$ cat src/cirq_pkg.sv
// package for the clock event and peripheral reset register bank
// assumes a 32-bit apb slave with word aligned registers
`default_nettype none
package cirq_pkg;
  // ----------------------------------------------------------------
  // register offsets
  // ----------------------------------------------------------------
  localparam logic [7:0] CIRQ_OFS_CLOCK_EVENT_IRQ = 8'h0C;
  localparam logic [7:0] CIRQ_OFS_HSBUS1_RESET    = 8'h10;
  localparam logic [7:0] CIRQ_OFS_HSBUS2_RESET    = 8'h14;
  localparam logic [7:0] CIRQ_OFS_HSBUS3_RESET    = 8'h18;
  localparam logic [7:0] CIRQ_OFS_MONITOR_CTRL    = 8'h1C;
  // ----------------------------------------------------------------
  // field positions of the clock event register
  // ----------------------------------------------------------------
  localparam int CIRQ_NUM_SRC       = 7;
  localparam int CIRQ_FLAG_LSB      = 0;
  localparam int CIRQ_STUCK_FLAG    = 7;
  localparam int CIRQ_EN_LSB        = 8;
  localparam int CIRQ_CLR_LSB       = 16;
  localparam int CIRQ_STUCK_CLR     = 23;
  // ----------------------------------------------------------------
  // writable masks and reset values
  // ----------------------------------------------------------------
  localparam logic [31:0] CIRQ_HSBUS1_MASK = 32'h2060_3187;
  localparam logic [31:0] CIRQ_HSBUS2_MASK = 32'h0000_0079;
  localparam logic [31:0] CIRQ_HSBUS3_MASK = 32'h0000_0003;
  localparam logic [31:0] CIRQ_RESET_VAL   = 32'h0000_0000;
  localparam logic [6:0]  CIRQ_EN_RESET    = 7'h00;
  // ----------------------------------------------------------------
  // crystal monitor timing
  // ----------------------------------------------------------------
  localparam int CIRQ_CLK_MHZ          = 100;
  localparam int CIRQ_STUCK_TIME_NS    = 1000;
  localparam int CIRQ_STUCK_CYCLES     = (CIRQ_STUCK_TIME_NS * CIRQ_CLK_MHZ + 999) / 1000;
  // ----------------------------------------------------------------
  // apb access states
  // ----------------------------------------------------------------
  typedef enum logic [1:0] {
    CIRQ_ST_IDLE   = 2'b01,
    CIRQ_ST_ACCESS = 2'b10
  } cirq_state_t;
endpackage : cirq_pkg
`default_nettype wire

$ cat src/cirq_regs.sv
// clock source event register and high-speed bus peripheral reset registers
// assumes an apb master on i_ref_clk and oscillator ready levels synchronous to it
//
// Register access over APB was decided locally.
`default_nettype none
// Function
// - stuck crystal sets flag 7, clear bit 23
// - digital pll flag 6 set when enabled 14
// - audio pll flag 5 set when enabled 13
// - main pll flag 4 set when enabled 12
// - fast crystal flag 3 set when enabled 11
// - rc16 flag 2 set when enabled 10
// - slow crystal flag 1 set when enabled 9
// - rc32k flag 0 set when enabled 8
// - write one to bits 22..16 clears flags
// - enables read-write, flags read-only
// - event register at 0x0C, resets zero
// - gpio ports c, b, a resets
// - bus two reset register byte lane writes
// - reset bits software only, reset zero
// - stuck detection only with monitor enabled
module cirq_regs #(
  parameter int STUCK_CYCLES = cirq_pkg::CIRQ_STUCK_CYCLES
) (
  // clock and reset
  input  wire logic        i_ref_clk,
  input  wire logic        i_srst,
  // apb slave
  input  wire logic        i_psel,
  input  wire logic        i_penable,
  input  wire logic        i_pwrite,
  input  wire logic [7:0]  i_paddr,
  input  wire logic [31:0] i_pwdata,
  input  wire logic [3:0]  i_pstrb,
  output logic [31:0]      o_prdata,
  output logic             o_pready,
  output logic             o_pslverr,
  // oscillator and pll ready levels, bit order rc32k..digital pll
  input  wire logic [6:0]  i_src_stable,
  // fast crystal clock sampled as a level
  input  wire logic        i_high_speed_crystal,
  // interrupt request
  output logic             o_clock_irq,
  // usb, dma, wireless, checksum, touch, security gate and gpio resets
  output logic             o_usb_ctrl_reset,
  output logic             o_dma_second_reset,
  output logic             o_dma_first_reset,
  output logic             o_wireless_reset,
  output logic             o_checksum_reset,
  output logic             o_touch_sense_reset,
  output logic             o_security_gate_reset,
  output logic             o_port_c_reset,
  output logic             o_port_b_reset,
  output logic             o_port_a_reset,
  // crypto and camera resets
  output logic             o_random_gen_reset,
  output logic             o_hash_unit_reset,
  output logic             o_cipher_unit_reset,
  output logic             o_public_key_unit_reset,
  output logic             o_camera_if_reset,
  // memory interface resets
  output logic             o_quad_flash_if_reset,
  output logic             o_psram_if_reset
);
  import cirq_pkg::*;

  // ----------------------------------------------------------------
  // apb handshake
  // ----------------------------------------------------------------
  cirq_state_t state_reg;
  logic        access;
  logic        setup_seen;
  logic        wr_en;
  logic        hit;
  logic [31:0] strb_mask;
  logic        sel_event;
  logic        sel_bus1;
  logic        sel_bus2;
  logic        sel_bus3;
  logic        sel_monitor;
  logic        wr_event;
  logic        wr_bus1;
  logic        wr_bus2;
  logic        wr_bus3;
  logic        wr_monitor;

  // no wait states: ready during every access phase
  assign access     = i_psel && i_penable;
  assign o_pready   = access;
  // an access phase with no setup cycle before it is answered but writes nothing
  assign setup_seen = (state_reg == CIRQ_ST_ACCESS);
  assign wr_en      = access && setup_seen && i_pwrite && !o_pslverr;
  assign strb_mask  = {{8{i_pstrb[3]}}, {8{i_pstrb[2]}}, {8{i_pstrb[1]}}, {8{i_pstrb[0]}}};

  // one address decode per register, shared by the write enables and the error answer
  assign sel_event   = (i_paddr == CIRQ_OFS_CLOCK_EVENT_IRQ);
  assign sel_bus1    = (i_paddr == CIRQ_OFS_HSBUS1_RESET);
  assign sel_bus2    = (i_paddr == CIRQ_OFS_HSBUS2_RESET);
  assign sel_bus3    = (i_paddr == CIRQ_OFS_HSBUS3_RESET);
  assign sel_monitor = (i_paddr == CIRQ_OFS_MONITOR_CTRL);
  assign hit         = sel_event || sel_bus1 || sel_bus2 || sel_bus3 || sel_monitor;
  assign wr_event    = wr_en && sel_event;
  assign wr_bus1     = wr_en && sel_bus1;
  assign wr_bus2     = wr_en && sel_bus2;
  assign wr_bus3     = wr_en && sel_bus3;
  assign wr_monitor  = wr_en && sel_monitor;
  // unmapped addresses answer with an error and have no effect
  assign o_pslverr = access && !hit;

  always_ff @(posedge i_ref_clk)
  begin
    if (i_srst)
      state_reg <= CIRQ_ST_IDLE;
    else
    begin
      case (state_reg)
        CIRQ_ST_IDLE:   if (i_psel && !i_penable) state_reg <= CIRQ_ST_ACCESS;
        CIRQ_ST_ACCESS: if (access) state_reg <= CIRQ_ST_IDLE;
        default:        state_reg <= CIRQ_ST_IDLE;
      endcase
    end
  end

  // ----------------------------------------------------------------
  // writable registers
  // ----------------------------------------------------------------
  logic [6:0]  irq_en_reg;
  logic        monitor_en_reg;
  logic [31:0] hsbus1_reg;
  logic [31:0] hsbus2_reg;
  logic [31:0] hsbus3_reg;
  logic [31:0] wdata_m;

  // byte lanes that are not strobed keep their old content
  function automatic logic [31:0] cirq_merge(input logic [31:0] old_v, input logic [31:0] new_v,
                                              input logic [31:0] lanes, input logic [31:0] keep);
    cirq_merge = ((old_v & ~lanes) | (new_v & lanes)) & keep;
  endfunction : cirq_merge

  assign wdata_m = i_pwdata & strb_mask;

  always_ff @(posedge i_ref_clk)
  begin
    if (i_srst)
      irq_en_reg <= CIRQ_EN_RESET;
    else if (wr_event && i_pstrb[1])
      irq_en_reg <= i_pwdata[CIRQ_EN_LSB +: CIRQ_NUM_SRC];
  end

  always_ff @(posedge i_ref_clk)
  begin
    if (i_srst)
      monitor_en_reg <= 1'b0;
    else if (wr_monitor && i_pstrb[0])
      monitor_en_reg <= i_pwdata[0];
  end

  // reserved positions are masked, so they stay zero whatever is written
  always_ff @(posedge i_ref_clk)
  begin
    if (i_srst)
      hsbus1_reg <= CIRQ_RESET_VAL;
    else if (wr_bus1)
      hsbus1_reg <= cirq_merge(hsbus1_reg, i_pwdata, strb_mask, CIRQ_HSBUS1_MASK);
  end

  always_ff @(posedge i_ref_clk)
  begin
    if (i_srst)
      hsbus2_reg <= CIRQ_RESET_VAL;
    else if (wr_bus2)
      hsbus2_reg <= cirq_merge(hsbus2_reg, i_pwdata, strb_mask, CIRQ_HSBUS2_MASK);
  end

  always_ff @(posedge i_ref_clk)
  begin
    if (i_srst)
      hsbus3_reg <= CIRQ_RESET_VAL;
    else if (wr_bus3)
      hsbus3_reg <= cirq_merge(hsbus3_reg, i_pwdata, strb_mask, CIRQ_HSBUS3_MASK);
  end

  // ----------------------------------------------------------------
  // stabilization events
  // ----------------------------------------------------------------
  logic [6:0] stable_d_reg;
  logic [6:0] stable_rise;
  logic [6:0] clr_bits;
  logic [6:0] src_flags;
  logic       clr_wr;

  // a flag fires on the ready edge, not on the level, so a cleared flag stays clear
  always_ff @(posedge i_ref_clk)
  begin
    if (i_srst)
      stable_d_reg <= 7'h00;
    else
      stable_d_reg <= i_src_stable;
  end

  assign stable_rise = i_src_stable & ~stable_d_reg;
  assign clr_wr      = wr_event && i_pstrb[2];
  assign clr_bits    = clr_wr ? wdata_m[CIRQ_CLR_LSB +: CIRQ_NUM_SRC] : 7'h00;

  // bit 6 digital pll, 5 audio pll, 4 main pll, 3 fast crystal,
  // 2 rc16, 1 slow crystal, 0 rc32k
  genvar gi;
  generate
    for (gi = 0; gi < CIRQ_NUM_SRC; gi++)
    begin : g_src
      cirq_flag_cell u_flag (
        .i_ref_clk (i_ref_clk),
        .i_srst    (i_srst),
        .i_event   (stable_rise[gi]),
        .i_enable  (irq_en_reg[gi]),
        .i_clear   (clr_bits[gi]),
        .o_flag    (src_flags[gi])
      );
    end
  endgenerate

  // named views of the source flags, highest register bit first
  logic digital_pll_stable_flag;
  logic audio_pll_stable_flag;
  logic main_pll_stable_flag;
  logic fast_crystal_stable_flag;
  logic rc16_stable_flag;
  logic slow_crystal_stable_flag;
  logic rc32k_stable_flag;
  assign digital_pll_stable_flag  = src_flags[6];
  assign audio_pll_stable_flag    = src_flags[5];
  assign main_pll_stable_flag     = src_flags[4];
  assign fast_crystal_stable_flag = src_flags[3];
  assign rc16_stable_flag         = src_flags[2];
  assign slow_crystal_stable_flag = src_flags[1];
  assign rc32k_stable_flag        = src_flags[0];

  // ----------------------------------------------------------------
  // crystal stuck monitor
  // ----------------------------------------------------------------
  logic        xtal_d_reg;
  logic [15:0] quiet_cnt_reg;
  logic        stuck_event;
  logic        stuck_flag;
  logic        stuck_clr;

  always_ff @(posedge i_ref_clk)
  begin
    if (i_srst)
      xtal_d_reg <= 1'b0;
    else
      xtal_d_reg <= i_high_speed_crystal;
  end

  // limitation: the crystal is sampled by i_ref_clk, so a crystal near that rate or a multiple of it
  // can alias to a steady level; the stuck time must span many crystal periods
  // a crystal held low or high stops producing edges; counting saturates
  always_ff @(posedge i_ref_clk)
  begin
    if (i_srst)
      quiet_cnt_reg <= 16'h0000;
    else if (!monitor_en_reg || (xtal_d_reg != i_high_speed_crystal))
      quiet_cnt_reg <= 16'h0000;
    else if (quiet_cnt_reg != 16'(STUCK_CYCLES))
      quiet_cnt_reg <= quiet_cnt_reg + 16'h0001;
  end

  assign stuck_event = monitor_en_reg && (quiet_cnt_reg == 16'(STUCK_CYCLES));
  assign stuck_clr   = clr_wr && wdata_m[CIRQ_STUCK_CLR];

  cirq_flag_cell u_stuck (
    .i_ref_clk (i_ref_clk),
    .i_srst    (i_srst),
    .i_event   (stuck_event),
    .i_enable  (1'b1),
    .i_clear   (stuck_clr),
    .o_flag    (stuck_flag)
  );

  assign o_clock_irq = stuck_flag || (|src_flags);

  // ----------------------------------------------------------------
  // read data
  // ----------------------------------------------------------------
  logic [31:0] rdata;

  // clear bits are write-only and read as zero
  always_comb
  begin
    rdata = 32'h0000_0000;
    case (i_paddr)
      CIRQ_OFS_CLOCK_EVENT_IRQ:
      begin
        rdata[CIRQ_FLAG_LSB +: CIRQ_NUM_SRC] = {digital_pll_stable_flag, audio_pll_stable_flag,
                                                main_pll_stable_flag, fast_crystal_stable_flag,
                                                rc16_stable_flag, slow_crystal_stable_flag,
                                                rc32k_stable_flag};
        rdata[CIRQ_STUCK_FLAG]               = stuck_flag;
        rdata[CIRQ_EN_LSB +: CIRQ_NUM_SRC]   = irq_en_reg;
      end
      CIRQ_OFS_HSBUS1_RESET: rdata = hsbus1_reg;
      CIRQ_OFS_HSBUS2_RESET: rdata = hsbus2_reg;
      CIRQ_OFS_HSBUS3_RESET: rdata = hsbus3_reg;
      CIRQ_OFS_MONITOR_CTRL: rdata[0] = monitor_en_reg;
      default:               rdata = 32'h0000_0000;
    endcase
  end

  // read data is registered in the setup cycle, valid in the access phase
  always_ff @(posedge i_ref_clk)
  begin
    if (i_srst)
      o_prdata <= 32'h0000_0000;
    else if (i_psel && !i_penable && !i_pwrite)
      o_prdata <= rdata;
  end

  // ----------------------------------------------------------------
  // reset outputs, straight from the registers
  // ----------------------------------------------------------------
  assign o_usb_ctrl_reset        = hsbus1_reg[29];
  assign o_dma_second_reset      = hsbus1_reg[22];
  assign o_dma_first_reset       = hsbus1_reg[21];
  assign o_wireless_reset        = hsbus1_reg[13];
  assign o_checksum_reset        = hsbus1_reg[12];
  assign o_touch_sense_reset     = hsbus1_reg[8];
  assign o_security_gate_reset   = hsbus1_reg[7];
  assign o_port_c_reset          = hsbus1_reg[2];
  assign o_port_b_reset          = hsbus1_reg[1];
  assign o_port_a_reset          = hsbus1_reg[0];
  assign o_random_gen_reset      = hsbus2_reg[6];
  assign o_hash_unit_reset       = hsbus2_reg[5];
  assign o_cipher_unit_reset     = hsbus2_reg[4];
  assign o_public_key_unit_reset = hsbus2_reg[3];
  assign o_camera_if_reset       = hsbus2_reg[0];
  assign o_quad_flash_if_reset   = hsbus3_reg[1];
  assign o_psram_if_reset        = hsbus3_reg[0];
endmodule : cirq_regs
`default_nettype wire

$ cat src/cirq_flag_cell.sv
// one sticky event flag with enable gating and write-one clear
// assumes the event input is synchronous to i_ref_clk: a single-cycle rising-edge pulse, or a level held while the crystal stays stuck
`default_nettype none
module cirq_flag_cell (
  // clock and reset
  input  wire logic i_ref_clk,
  input  wire logic i_srst,
  // control
  input  wire logic i_event,
  input  wire logic i_enable,
  input  wire logic i_clear,
  // status
  output logic      o_flag
);
  import cirq_pkg::*;

  logic flag_reg;

  // set beats clear so an event in the clear cycle is kept
  always_ff @(posedge i_ref_clk)
  begin
    if (i_srst)
      flag_reg <= 1'b0;
    else if (i_event && i_enable)
      flag_reg <= 1'b1;
    else if (i_clear)
      flag_reg <= 1'b0;
  end

  assign o_flag = flag_reg;
endmodule : cirq_flag_cell
`default_nettype wire

$ cat config.mk
export PLATFORM = sky130hd
export DESIGN_NAME = cirq_regs
export DESIGN_NICKNAME = d
export VERILOG_FILES = /design/src/cirq_pkg.sv /design/src/cirq_regs.sv /design/src/cirq_flag_cell.sv
export SDC_FILE = /design/constraint.sdc
export NUM_CORES = 1
export LEC_CHECK = 0
export BUFFER_PORTS_ARGS = -buffer_cell sky130_fd_sc_hd__buf_2
export CORE_ASPECT_RATIO = 2
export CORE_MARGIN = 10
export CORE_UTILIZATION = 51
export CTS_BUF_LIST = sky130_fd_sc_hd__clkbuf_16
export DETAILED_ROUTE_END_ITERATION = 10
export GPL_TIMING_DRIVEN = 1
export PLACE_DENSITY = 0.79
export RECOVER_POWER = 100
export SYNTH_ARGS = -nofsm -noshare
export SYNTH_HDL_FRONTEND = slang
export SYNTH_SLANG_ARGS = --single-unit
$ cat constraint.sdc
create_clock -name i_ref_clk -period 1.7 [get_ports i_ref_clk]
set_input_delay 0.085 -clock i_ref_clk [delete_from_list [all_inputs] [get_ports i_ref_clk]]
set_output_delay 0.085 -clock i_ref_clk [all_outputs]
set_load 0.02 [all_outputs]
======== Yosys cells after proc, flatten, opt, wreduce, memory -nomap -nowiden ========
Index checks and enable logic that the tools add are counted.
W data, S select, Z words.
storage, ports and cells
  bits in registers ....................... 91
  output and inout port bits .............. 52
  logic and storage cells ................. 110
cells by class
  add/sub/neg operators ................... 1
  eq/ne operators ......................... 12
  muxes and demuxes ....................... 23
  bitwise logic cells ..................... 10
  reduce and logical (&&, ||, !) cells .... 46
operators with widths
  operator                 count
  $and A30 B30 Y30         2
  $pmux W14 S4             1
  $eq A8 B5 Y1 const B     4
  $not A30 Y30             1
  $or A30 B30 Y30          1
  $logic_and A1 B1 Y1      24
  $add A16 B1 Y16 const B  1
  $eq A16 B7 Y1 const B    1
  $mux W1                  16
  $ne A16 B7 Y1 const B    1
  $reduce_bool A2 Y1       8
  $mux W15                 1
  $and A7 B7 Y7            2
  $eq A8 B4 Y1 const B     1
  $mux W7                  1
  $not A7 Y7               1
  $or A7 B7 Y7             1
  $reduce_or A7 Y1         1
  $logic_or A1 B1 Y1       6
  $logic_not A1 Y1         5
  $pmux W1 S5              1
  $mux W2                  2
  $ne A2 B2 Y1 const B     2
  $pmux W2 S2              1
  other kinds (7)          7

======== Longest topological paths before layout ========
Gate-level depths: netlist of the first run.
  depth after elaboration ................. 14
  gate-level depth with buffers ........... 7

======== Modules after synthesis ========
A second synthesis of the first run with hierarchy kept.
unflattened totals
  cell total of the unflattened synthesis .. 386
  area total of the unflattened synthesis .. 3,579.7 um2
by module, submodules not included
  module          instances  cells each  area each (um2)
  cirq_regs       1          354         3,269.4
  cirq_flag_cell  8          4           38.8

======== Least setup slack after synthesis of the first run ========
OpenSTA, ideal clock, no wires.
  path kind ............................... register to register
  start ................................... register quiet_cnt_reg[0]
  end ..................................... register quiet_cnt_reg[3]
  setup time .............................. 0.070 ns
  data arrival time ....................... 1.453 ns
  slack ................................... 0.177 ns
  cell stages (with the launch flop) ...... 8
  path buffers ............................ 1
  cell sequence ........................... dfxtp_1 inv_1 ha_1 nor3b_1 and4_1 clkbuf_1 or3_1 a21oi_1
on the way
  cells in the longest elaborated chain, start to end .. 1
  elaborated cells between the ends (all ways) .. 2
ends and longest elaborated chain
  item                                              RTL line                            source
  start, declared                                   cirq_regs.sv:242                    logic [15:0] quiet_cnt_reg;
  start signal, assigned                            cirq_regs.sv:265                    quiet_cnt_reg <= quiet_cnt_reg + 16'h0001;
  $add A16 B1 Y16 or $ne A16 B7 Y1 (tied branches)  cirq_regs.sv:265, cirq_regs.sv:264
Parallel ways exist; a longest one is shown, timed or not.
A chain may end at the register's enable or synchronous reset.

======== Final worst setup path of the first run ========
Ends and elaborated chain as after synthesis.

==> results of run 1 <==
==> layout make-up <==
cell class,instances,area [sq um],share of cell area [%]
inverter,20,75.1,1.71
tap,90,113,2.57
clock buffer,9,225,5.14
antenna,1,2.50,0.0571
sequential,77,1540,35.1
multi-input combinational,298,1790,40.9
timing repair buffer,110,578,13.2
clock inverter,6,56.3,1.28
==> worst min path at each step <==
stage	from	to	slack [ns]
4_1_cts	i_src_stable[3]	stable_d_reg[3]	0.006
3_5_place_dp	i_src_stable[4]	stable_d_reg[4]	0.32
5_1_grt	i_pwdata[3]	flop	0.02
6_report	i_src_stable[3]	stable_d_reg[3]	-0.007
2_1_floorplan	i_src_stable[0]	stable_d_reg[0]	0.21
3_3_place_gp	i_src_stable[5]	stable_d_reg[5]	0.31
==> cells in the mapped netlist, types with 2 or more instances <==
library cell,count
nor2_1,29
nor2b_1,13
clkbuf_1,12
inv_1,20
nor3_1,3
xor2_1,2
ha_1,2
mux2i_1,5
xnor2_1,11
buf_1,2
and3_1,2
dfxtp_1,77
buf_4,18
o21ai_0,26
a32oi_1,4
o21a_1,8
nand3_1,7
nand2_1,30
o21ai_1,6
nor4b_1,2
and4b_1,2
a22o_1,4
nor4bb_1,2
nor4_1,7
buf_2,5
nand3b_1,7
nand4_1,34
a21oi_1,39
nor3b_1,2
and4_1,4
a22oi_1,9
nand2b_1,7
==> stage by stage <==
stage / std cells / utilization, % / hold slack [ns]
3_3_place_gp: 586 / 59.4 / 0.312
6_report: 611 / 63.7 / -0.00658
2_1_floorplan: 432 / - / 0.213
4_1_cts: 609 / 64.7 / 0.00610
5_1_grt: 611 / 63.7 / 0.0213
3_5_place_dp: 586 / 59.4 / 0.318
==> worst reg2reg max path, stage by stage, from the launching register on <==
cell     delay (ns)
dfxtp_1        0.38
inv_1          0.09
ha_1           0.21
nor3b_1        0.13
and4_1         0.25
or3_1          0.38
a21oi_1        0.12
==> cells by family after synthesis <==
group	after synthesis	synth area share [%]
xor+xnor	13	3.18
simple gates	161	26.3
fa+ha+maj	2	0.699
mux	5	1.40
compound gates	103	17.1
other cells	1	0.105
flops	77	43.1
buf+inv	57	8.04
==> power by group through the flow <==
stage / logic [W] / clock network, W / registers [W]
after floorplan: 0.000160 / 0 / 0.00186
after global placement: 0.000243 / 0 / 0.00186
after detailed placement: 0.000245 / 0 / 0.00186
after CTS: 0.000263 / 0.00184 / 0.00182
after global routing: 0.000284 / 0.00191 / 0.00182
final: 0.000261 / 0.00184 / 0.00182
==> timing repair <==
item | in CTS | in global routing
setup endpoints to repair | 0 | 2
resized for setup | 0 | 1
setup buffers | 0 | 1
endpoints found under the hold margin | 8 | 0
hold buffers | 8 | 0
==> layer usage <==
metal | share of wire (%) | routed length (um) | vias up | track usage [%]
li1 | - | - | 1674 | -
met1 | 33 | 3670 | 1640 | 17.2
met2 | 55 | 6090 | 123 | 36.1
met3 | 5.8 | 642 | 44 | 5.78
met4 | 5.3 | 585 | 0 | 15.1
met5 | 0 | 0 | - | 0
==> flow_summary.json, run 1 <==
{
  "status": "finished with violations",
  "violations": "negative hold slack",
  "ys_seq_area_share_pct": 43.1,
  "route.detailed.drc": 0,
  "critPathLaunchType": "flop",
  "whs_path_depth": 2,
  "period_needed_ns": 1.63,
  "placed_area_sq_mm": 0.00409,
  "critPathRequiredTime_ns": 1.97,
  "tightest_slew_ns": 1.13,
  "pre_cts_ws_ns": 0.0652,
  "rsz0062_at_grt": "false",
  "synthCells": 419,
  "mostFrequentLayoutCells": "dfxtp_1, buf_2, clkbuf_1",
  "layout_commonest_cell": "dfxtp_1",
  "ctsLongestPathBuffers": 2,
  "p_sw_share_pct": 22.9,
  "max_cap_violations": 0,
  "crit_chain": "inv_1 > ha_1 > nor3b_1 > and4_1 > or3_1 > a21oi_1",
  "hold_viol_final": 1,
  "fin_setup_tns_ns": 0,
  "n_fill_cell": 643,
  "synth_edf_count": 0,
  "layout-drive-gt1-share_pct": 15.6,
  "cts-root-buf": "clkbuf_16",
  "cpMaxStageDelayCell": "dfxtp_1",
  "antenna_found_initial": 1,
  "rr_worst_depth": 6,
  "power_frac_clock_pct": 46.9,
  "cpPeakStageDelay_ns": 0.38,
  "relSlewSlack_pct": 24.6,
  "ir_drop_mv": 0.532,
  "numCtsBuffers": 9,
  "die_x_um": 79.2,
  "critPathMaxFanout": 5,
  "critPathTopFamily": "simple AND/OR/NAND/NOR gates",
  "fin_area_sq_mm": 0.00439,
  "hp-class": "input pin to flop",
  "synthTopCellsByArea": "dfxtp_1, nand4_1, a21oi_1",
  "critPathBufInv": 1,
  "fin_crit_sh_pct": 95.6,
  "grt_pass1_vias": 3721,
  "gp_congestion": 0.851,
  "syn-cell-area_sq_mm": 0.00358,
  "first_pass_iters": 4,
  "p_int_w": 0.00302,
  "core_sq_mm": 0.00689,
  "skew_ns": 0.00469,
  "dieArea_sq_mm": 0.0110,
  "syn_avg_cell_area_sq_um": 8.54,
  "critical_path_class": "flop to flop",
  "start_util_pct": 51.9,
  "io_buffers": 86,
  "total_leakage_power_nw": 1.61,
  "r2r_setup_slack_ns": 0.07,
  "die_h_um": 138,
  "htree_levels": 3,
  "worstPathArrival_ns": 1.90,
  "cts_tree": "done",
  "fp-row-count": 43,
  "numClockSinks": 77,
  "nets": 575,
  "ys_ff_latch": 77,
  "crit_cells": 6,
  "grt_max_degree": 58,
  "pwr-share-seq_pct": 46.4,
  "fmax_mhz": 615,
  "r2r_start": "quiet_cnt_reg[0]",
  "clkLatencyLatePin_ns": 0.34,
  "synth.distinct_cells": 50,
  "worstSetupEndpointType": "flop",
  "clk_pin_slew_ns": 0.06,
  "hpwl_um": 8110,
  "p_comb_share_pct": 6.6,
  "final_max_slew_viol_count": 0,
  "switchingPower_w": 0.000899,
  "postLayoutSetupSlackWorst_ns": 0.0740,
  "drtIter0Drc": 251,
  "via_per_inst": 5.70,
  "holdWs_ns": -0.00658,
  "gr-total-overflow": 0,
  "io_pins": 109,
  "setup-violations-final": 0,
  "grt_pass1_wl_um": 17400,
  "area_delta_synth_final_pct": 22.6,
  "vias": 3481,
  "crit_start": "quiet_cnt_reg[0]",
  "yosys.area.top_type": "dfxtp_1",
  "power.density_mw_per_mm2": 894,
  "wl_per_cell_um": 18.0,
  "yosys_most_used_dff": "dfxtp_1",
  "power.total_w": 0.00392,
  "ys_async_sr_fraction_pct": 0,
  "postRouteAntennaNets": 0,
  "crit_end": "quiet_cnt_reg[3]",
  "r2r-end": "quiet_cnt_reg[3]",
  "track_usage_pct": 19.9,
  "drt-total-wl_um": 11000,
  "synth_top_cell_area_share_pct": 43.1,
  "synth-warning-count": 0
}
No activity file was read; power rests on OpenSTA's default activity.
==> run 2, diff against run 1 <==
Settings changed: CAP_MARGIN set to 0.
Clock period 1.7 ns to 1.6 ns, I/O delays scaled along.
==> run 2 against run 1 <==
Against the previous run:
- global-route usage down 0.33 points
- first-iteration DRC count up 31%
- clock skew increased by 0.0059 ns
- via count up 1.6%
- the run now ends clean
- sequential share of layout area down 0.53 points
==> flow_summary.json, run 2 (synthesized netlist as in run 1, its figures left out) <==
{
  "rsz0062_at_grt": "false",
  "worstPathArrival_ns": 1.71,
  "post_cts_buffers": 0,
  "power.total_w": 0.00438,
  "max_cap_violations": 0,
  "postRouteAntennaNets": 0,
  "wl_per_cell_um": 17.8,
  "via_per_inst": 5.74,
  "status": "finished, final reports clean",
  "die_x_um": 79.2,
  "postLayoutSetupSlackWorst_ns": 0.100,
  "drt-total-wl_um": 11000,
  "final_max_slew_viol_count": 0,
  "hpwl_um": 8190,
  "fin_crit_sh_pct": 93.7,
  "setup-violations-final": 0,
  "cts_tree": "done",
  "route.detailed.drc": 0,
  "fin_setup_tns_ns": 0,
  "total_leakage_power_nw": 1.62,
  "nets": 579,
  "mostFrequentLayoutCells": "dfxtp_1, buf_2, clkbuf_1",
  "power.density_mw_per_mm2": 982,
  "first_pass_iters": 5,
  "antenna_found_initial": 1,
  "grt_pass1_vias": 3519,
  "grt_max_degree": 58,
  "grt_pass1_wl_um": 17000,
  "fmax_mhz": 667,
  "worstSetupEndpointType": "flop",
  "fin_cells": 616,
  "htree_levels": 3,
  "dieArea_sq_mm": 0.0110,
  "core_sq_mm": 0.00689,
  "layout-drive-gt1-share_pct": 15.8,
  "cts-root-buf": "clkbuf_16",
  "vias": 3535,
  "hp-class": "input pin to flop",
  "critPathMaxFanout": 7,
  "numCtsBuffers": 9,
  "fp-row-count": 43,
  "hold_viol_final": 0,
  "skew_ns": 0.0106,
  "io_pins": 109,
  "track_usage_pct": 19.6,
  "layout_commonest_cell": "dfxtp_1",
  "start_util_pct": 51.9,
  "die_h_um": 138,
  "critical_path_class": "flop to flop",
  "fin_util_pct": 64.8,
  "period_needed_ns": 1.50,
  "critPathLaunchType": "flop",
  "whs_path_depth": 3,
  "pre_cts_ws_ns": 0.0375,
  "area_delta_synth_final_pct": 24.7,
  "clkLatencyLatePin_ns": 0.34,
  "numClockSinks": 77,
  "gr-total-overflow": 0,
  "ctsLongestPathBuffers": 2,
  "clk_pin_slew_ns": 0.06,
  "io_buffers": 86,
  "critPathRequiredTime_ns": 1.81,
  "drtIter0Drc": 328,
  "gp_congestion": 0.873,
  "relSlewSlack_pct": 61.7,
  "ir_drop_mv": 0.557,
  "tightest_slew_ns": 0.575,
  "dp.cells": 588,
  "rr_worst_depth": 5
}
==> run 2: cell types whose count changed in the layout (fill, tap and decap cells not counted), sizes merged <==
cell and delta:
buf +3, bufinv +1, clkbuf -2, clkinv -1, dlygate4sd3 +3, inv +1
==> run 2: area by class of cell <==
type / instances / area [sq um]
clock inverters: 7 / 92.6
fillers: 629 / 2430
flip-flops and latches: 77 / 1540
diodes: 1 / 2.50
clock buffers: 9 / 225
repair buffers: 114 / 633
inverters: 20 / 75.1
well taps: 90 / 113
multi-input cells: 298 / 1770
==> run 2: timing repair <==
action,in CTS,in global routing
hold buffers,11,0
gates resized for setup,0,4
setup endpoints to repair,0,8
endpoints found under the hold margin,11,0
==> run 2: power breakdown <==
part / leakage, nW / switching [W] / internal (W)
clock: 0.158 / 0.000797 / 0.00136
combinational: 0.836 / 0.000177 / 0.000110
sequential: 0.623 / 0.00000436 / 0.00193
==> run 2: through the flow <==
step                      cell area, sq um  hold slack [ns]
after floorplan                       3630            0.208
after global placement                4110            0.307
after detailed placement              4110            0.313
after CTS                             4540          0.00267
after global routing                  4460           0.0172
final                                 4460          0.00954
==> run 2: metal layers <==
metal  GRT usage, %  share of wire (%)  up-vias
li1               -                  -     1686
met5              0                  0        -
met1           16.9                 34     1686
met2           37.7                 57      135
met4           9.59                3.3        0
met3           6.23                6.1       28
==> run 2: final timing paths <==
path	start	endpoint	slack (ns)
max	quiet_cnt_reg[3]	quiet_cnt_reg[0]	0.10
min	i_pwdata[9]	irq_en_reg[1]	0.01
max reg2reg	quiet_cnt_reg[3]	quiet_cnt_reg[0]	0.10
min reg2reg	o_prdata[8]	o_prdata[8]	0.45
==> run 2: worst max-delay path, stage by stage (launching register included) <==
cell	delay, ns
dfxtp_1	0.38
nor4bb_1	0.34
and4_1	0.32
buf_4	0.16
xnor2_1	0.12
nor2_1	0.06
==> run 3, diff against run 2 <==
Settings changed: CAP_MARGIN 0 to 25, CORE_MARGIN 10 to not set, MAX_ROUTING_LAYER set to met4.
==> run 3 against run 2 <==
Against the previous run:
- final cell count decreased by 1.1%
- sequential power about the same
- utilization increased by 1.5 points
- via count decreased by 2.8%
- flip-flop and latch count unchanged
- worst setup slack got worse by 0.0013 ns
==> flow_summary.json, run 3 (synthesized netlist as in run 1, its figures left out) <==
{
  "crit_chain": "ha_1 > nand4_1 > nor4_1 > xnor2_1 > nor2_1",
  "crit_cells": 5,
  "route.detailed.drc": 0,
  "nets": 575,
  "ir_drop_mv": 0.656,
  "fin_crit_sh_pct": 93.8,
  "setup-violations-final": 0,
  "rr_worst_depth": 5,
  "drt-total-wl_um": 9980,
  "n_antenna_cell": 0,
  "power.total_w": 0.00447,
  "max_cap_violations": 0,
  "fin_area_sq_mm": 0.00442,
  "hold_viol_final": 0,
  "io_buffers": 86,
  "hpwl_um": 7450,
  "power.density_mw_per_mm2": 1010,
  "fmax_mhz": 666,
  "area_delta_synth_final_pct": 23.6,
  "ctsLongestPathBuffers": 2,
  "htree_levels": 3,
  "postRouteAntennaNets": 0,
  "first_pass_iters": 6,
  "die_h_um": 120,
  "final_max_slew_viol_count": 0,
  "tightest_slew_ns": 0.510,
  "total_leakage_power_nw": 1.62,
  "fin_setup_tns_ns": 0,
  "worstPathArrival_ns": 1.72,
  "clk_pin_slew_ns": 0.06,
  "cpMaxStageDelayCell": "nor4_1",
  "fin_cells": 609,
  "layout_commonest_cell": "dfxtp_1",
  "drtIter0Drc": 264,
  "start_util_pct": 53.6,
  "placed_area_sq_mm": 0.00408,
  "rsz0062_at_grt": "false",
  "clkLatencyLatePin_ns": 0.33,
  "dieArea_sq_mm": 0.00737,
  "antenna_found_initial": 0,
  "io_pins": 109,
  "gr-total-overflow": 0,
  "wl_per_cell_um": 16.4,
  "relSlewSlack_pct": 65.8,
  "r2r_setup_slack_ns": 0.1,
  "status": "finished, final reports clean",
  "gp_congestion": 0.934,
  "numCtsBuffers": 9,
  "core_sq_mm": 0.00667,
  "die_x_um": 61.2,
  "critPathTopFamily": "simple AND/OR/NAND/NOR gates",
  "worstHoldEndpoint": "irq_en_reg[2]",
  "vias": 3437,
  "whs_path_depth": 3,
  "critPathLaunchType": "flop",
  "via_per_inst": 5.64,
  "grt_pass1_wl_um": 15300,
  "n_fill_cell": 641,
  "period_needed_ns": 1.50,
  "numClockSinks": 77,
  "layout-drive-gt1-share_pct": 15.0,
  "critPathBufInv": 0,
  "hp-class": "input pin to flop",
  "critPathMaxFanout": 5,
  "r2r_start": "quiet_cnt_reg[1]",
  "skew_ns": 0.00542,
  "critPathRequiredTime_ns": 1.81,
  "mostFrequentLayoutCells": "dfxtp_1, clkbuf_1, buf_2",
  "worstSetupEndpointType": "flop",
  "grt_max_degree": 58,
  "cts_tree": "done",
  "critical_path_class": "flop to flop",
  "cts-root-buf": "clkbuf_16",
  "grt_pass1_vias": 3370,
  "fp-row-count": 42,
  "worstHoldStart": "i_pwdata[10]",
  "r2r-end": "quiet_cnt_reg[12]",
  "dp.cells": 584,
  "track_usage_pct": 29.0,
  "cpPeakStageDelay_ns": 0.43
}
-- run 3: final cells by class --
cell class                      instances  area, sq um  share of cell area, %
Inverter                               20         75.1                   1.70
Sequential cell                        77         1540                   34.9
Clock buffer                            9          225                   5.09
Clock inverter                          7          106                   2.41
Tap cell                               88          110                   2.49
Timing Repair Buffer                  110          576                   13.0
Multi-Input combinational cell        298         1780                   40.4
-- run 3: layer usage --
metal	global-route usage, %	wire length (um)	vias to the layer above
li1	-	-	1671
met1	27.4	3430	1615
met2	51.3	5630	116
met3	6.42	438	35
met4	16.1	480	0
met5	-	0	-
-- run 3: worst max-delay path by stage --
| stage | slack (ns) | to | from |
|---|---|---|---|
| final | 0.1 | quiet_cnt_reg[12] | quiet_cnt_reg[1] |
| after global routing | 0.02 | flop | i_paddr[4] |
| after CTS | 0.02 | quiet_cnt_reg[3] | quiet_cnt_reg[1] |
| after detailed placement | 0.01 | quiet_cnt_reg[3] | quiet_cnt_reg[0] |
| after global placement | 0.08 | quiet_cnt_reg[3] | quiet_cnt_reg[0] |
| after floorplan | 0.08 | quiet_cnt_reg[3] | quiet_cnt_reg[0] |
-- run 3: per-stage QoR --
step	hold WS, ns	worst slack [ns]	util, %
2_1_floorplan	0.208	0.0773	-
3_3_place_gp	0.307	0.0788	61.1
3_5_place_dp	0.322	0.0115	61.1
4_1_cts	0.00276	0.0197	67.2
5_1_grt	0.00403	0.0177	66.2
6_report	0.0122	0.0989	66.2
-- run 3: worst min-delay path, cell delays in order --
cell     delay [ns]
buf_2          0.10
nand4_1        0.06
a21oi_1        0.06
-- run 3: repair_timing --
action / in CTS / in global routing
setup endpoints to repair: 1 / 3
buffers inserted: 0 / 1
resized for setup: 2 / 2
hold endpoints to repair: 7 / 1
cloned: 0 / 0
hold buffers: 7 / 1
pin swaps: 0 / 1
-- run 3: power breakdown --
group	switching [W]	total, W	internal [W]
clock	0.000750	0.00225	0.00150
combinational	0.000177	0.000278	0.000101
sequential	0.00000456	0.00194	0.00193
total	0.000932	0.00447	0.00353
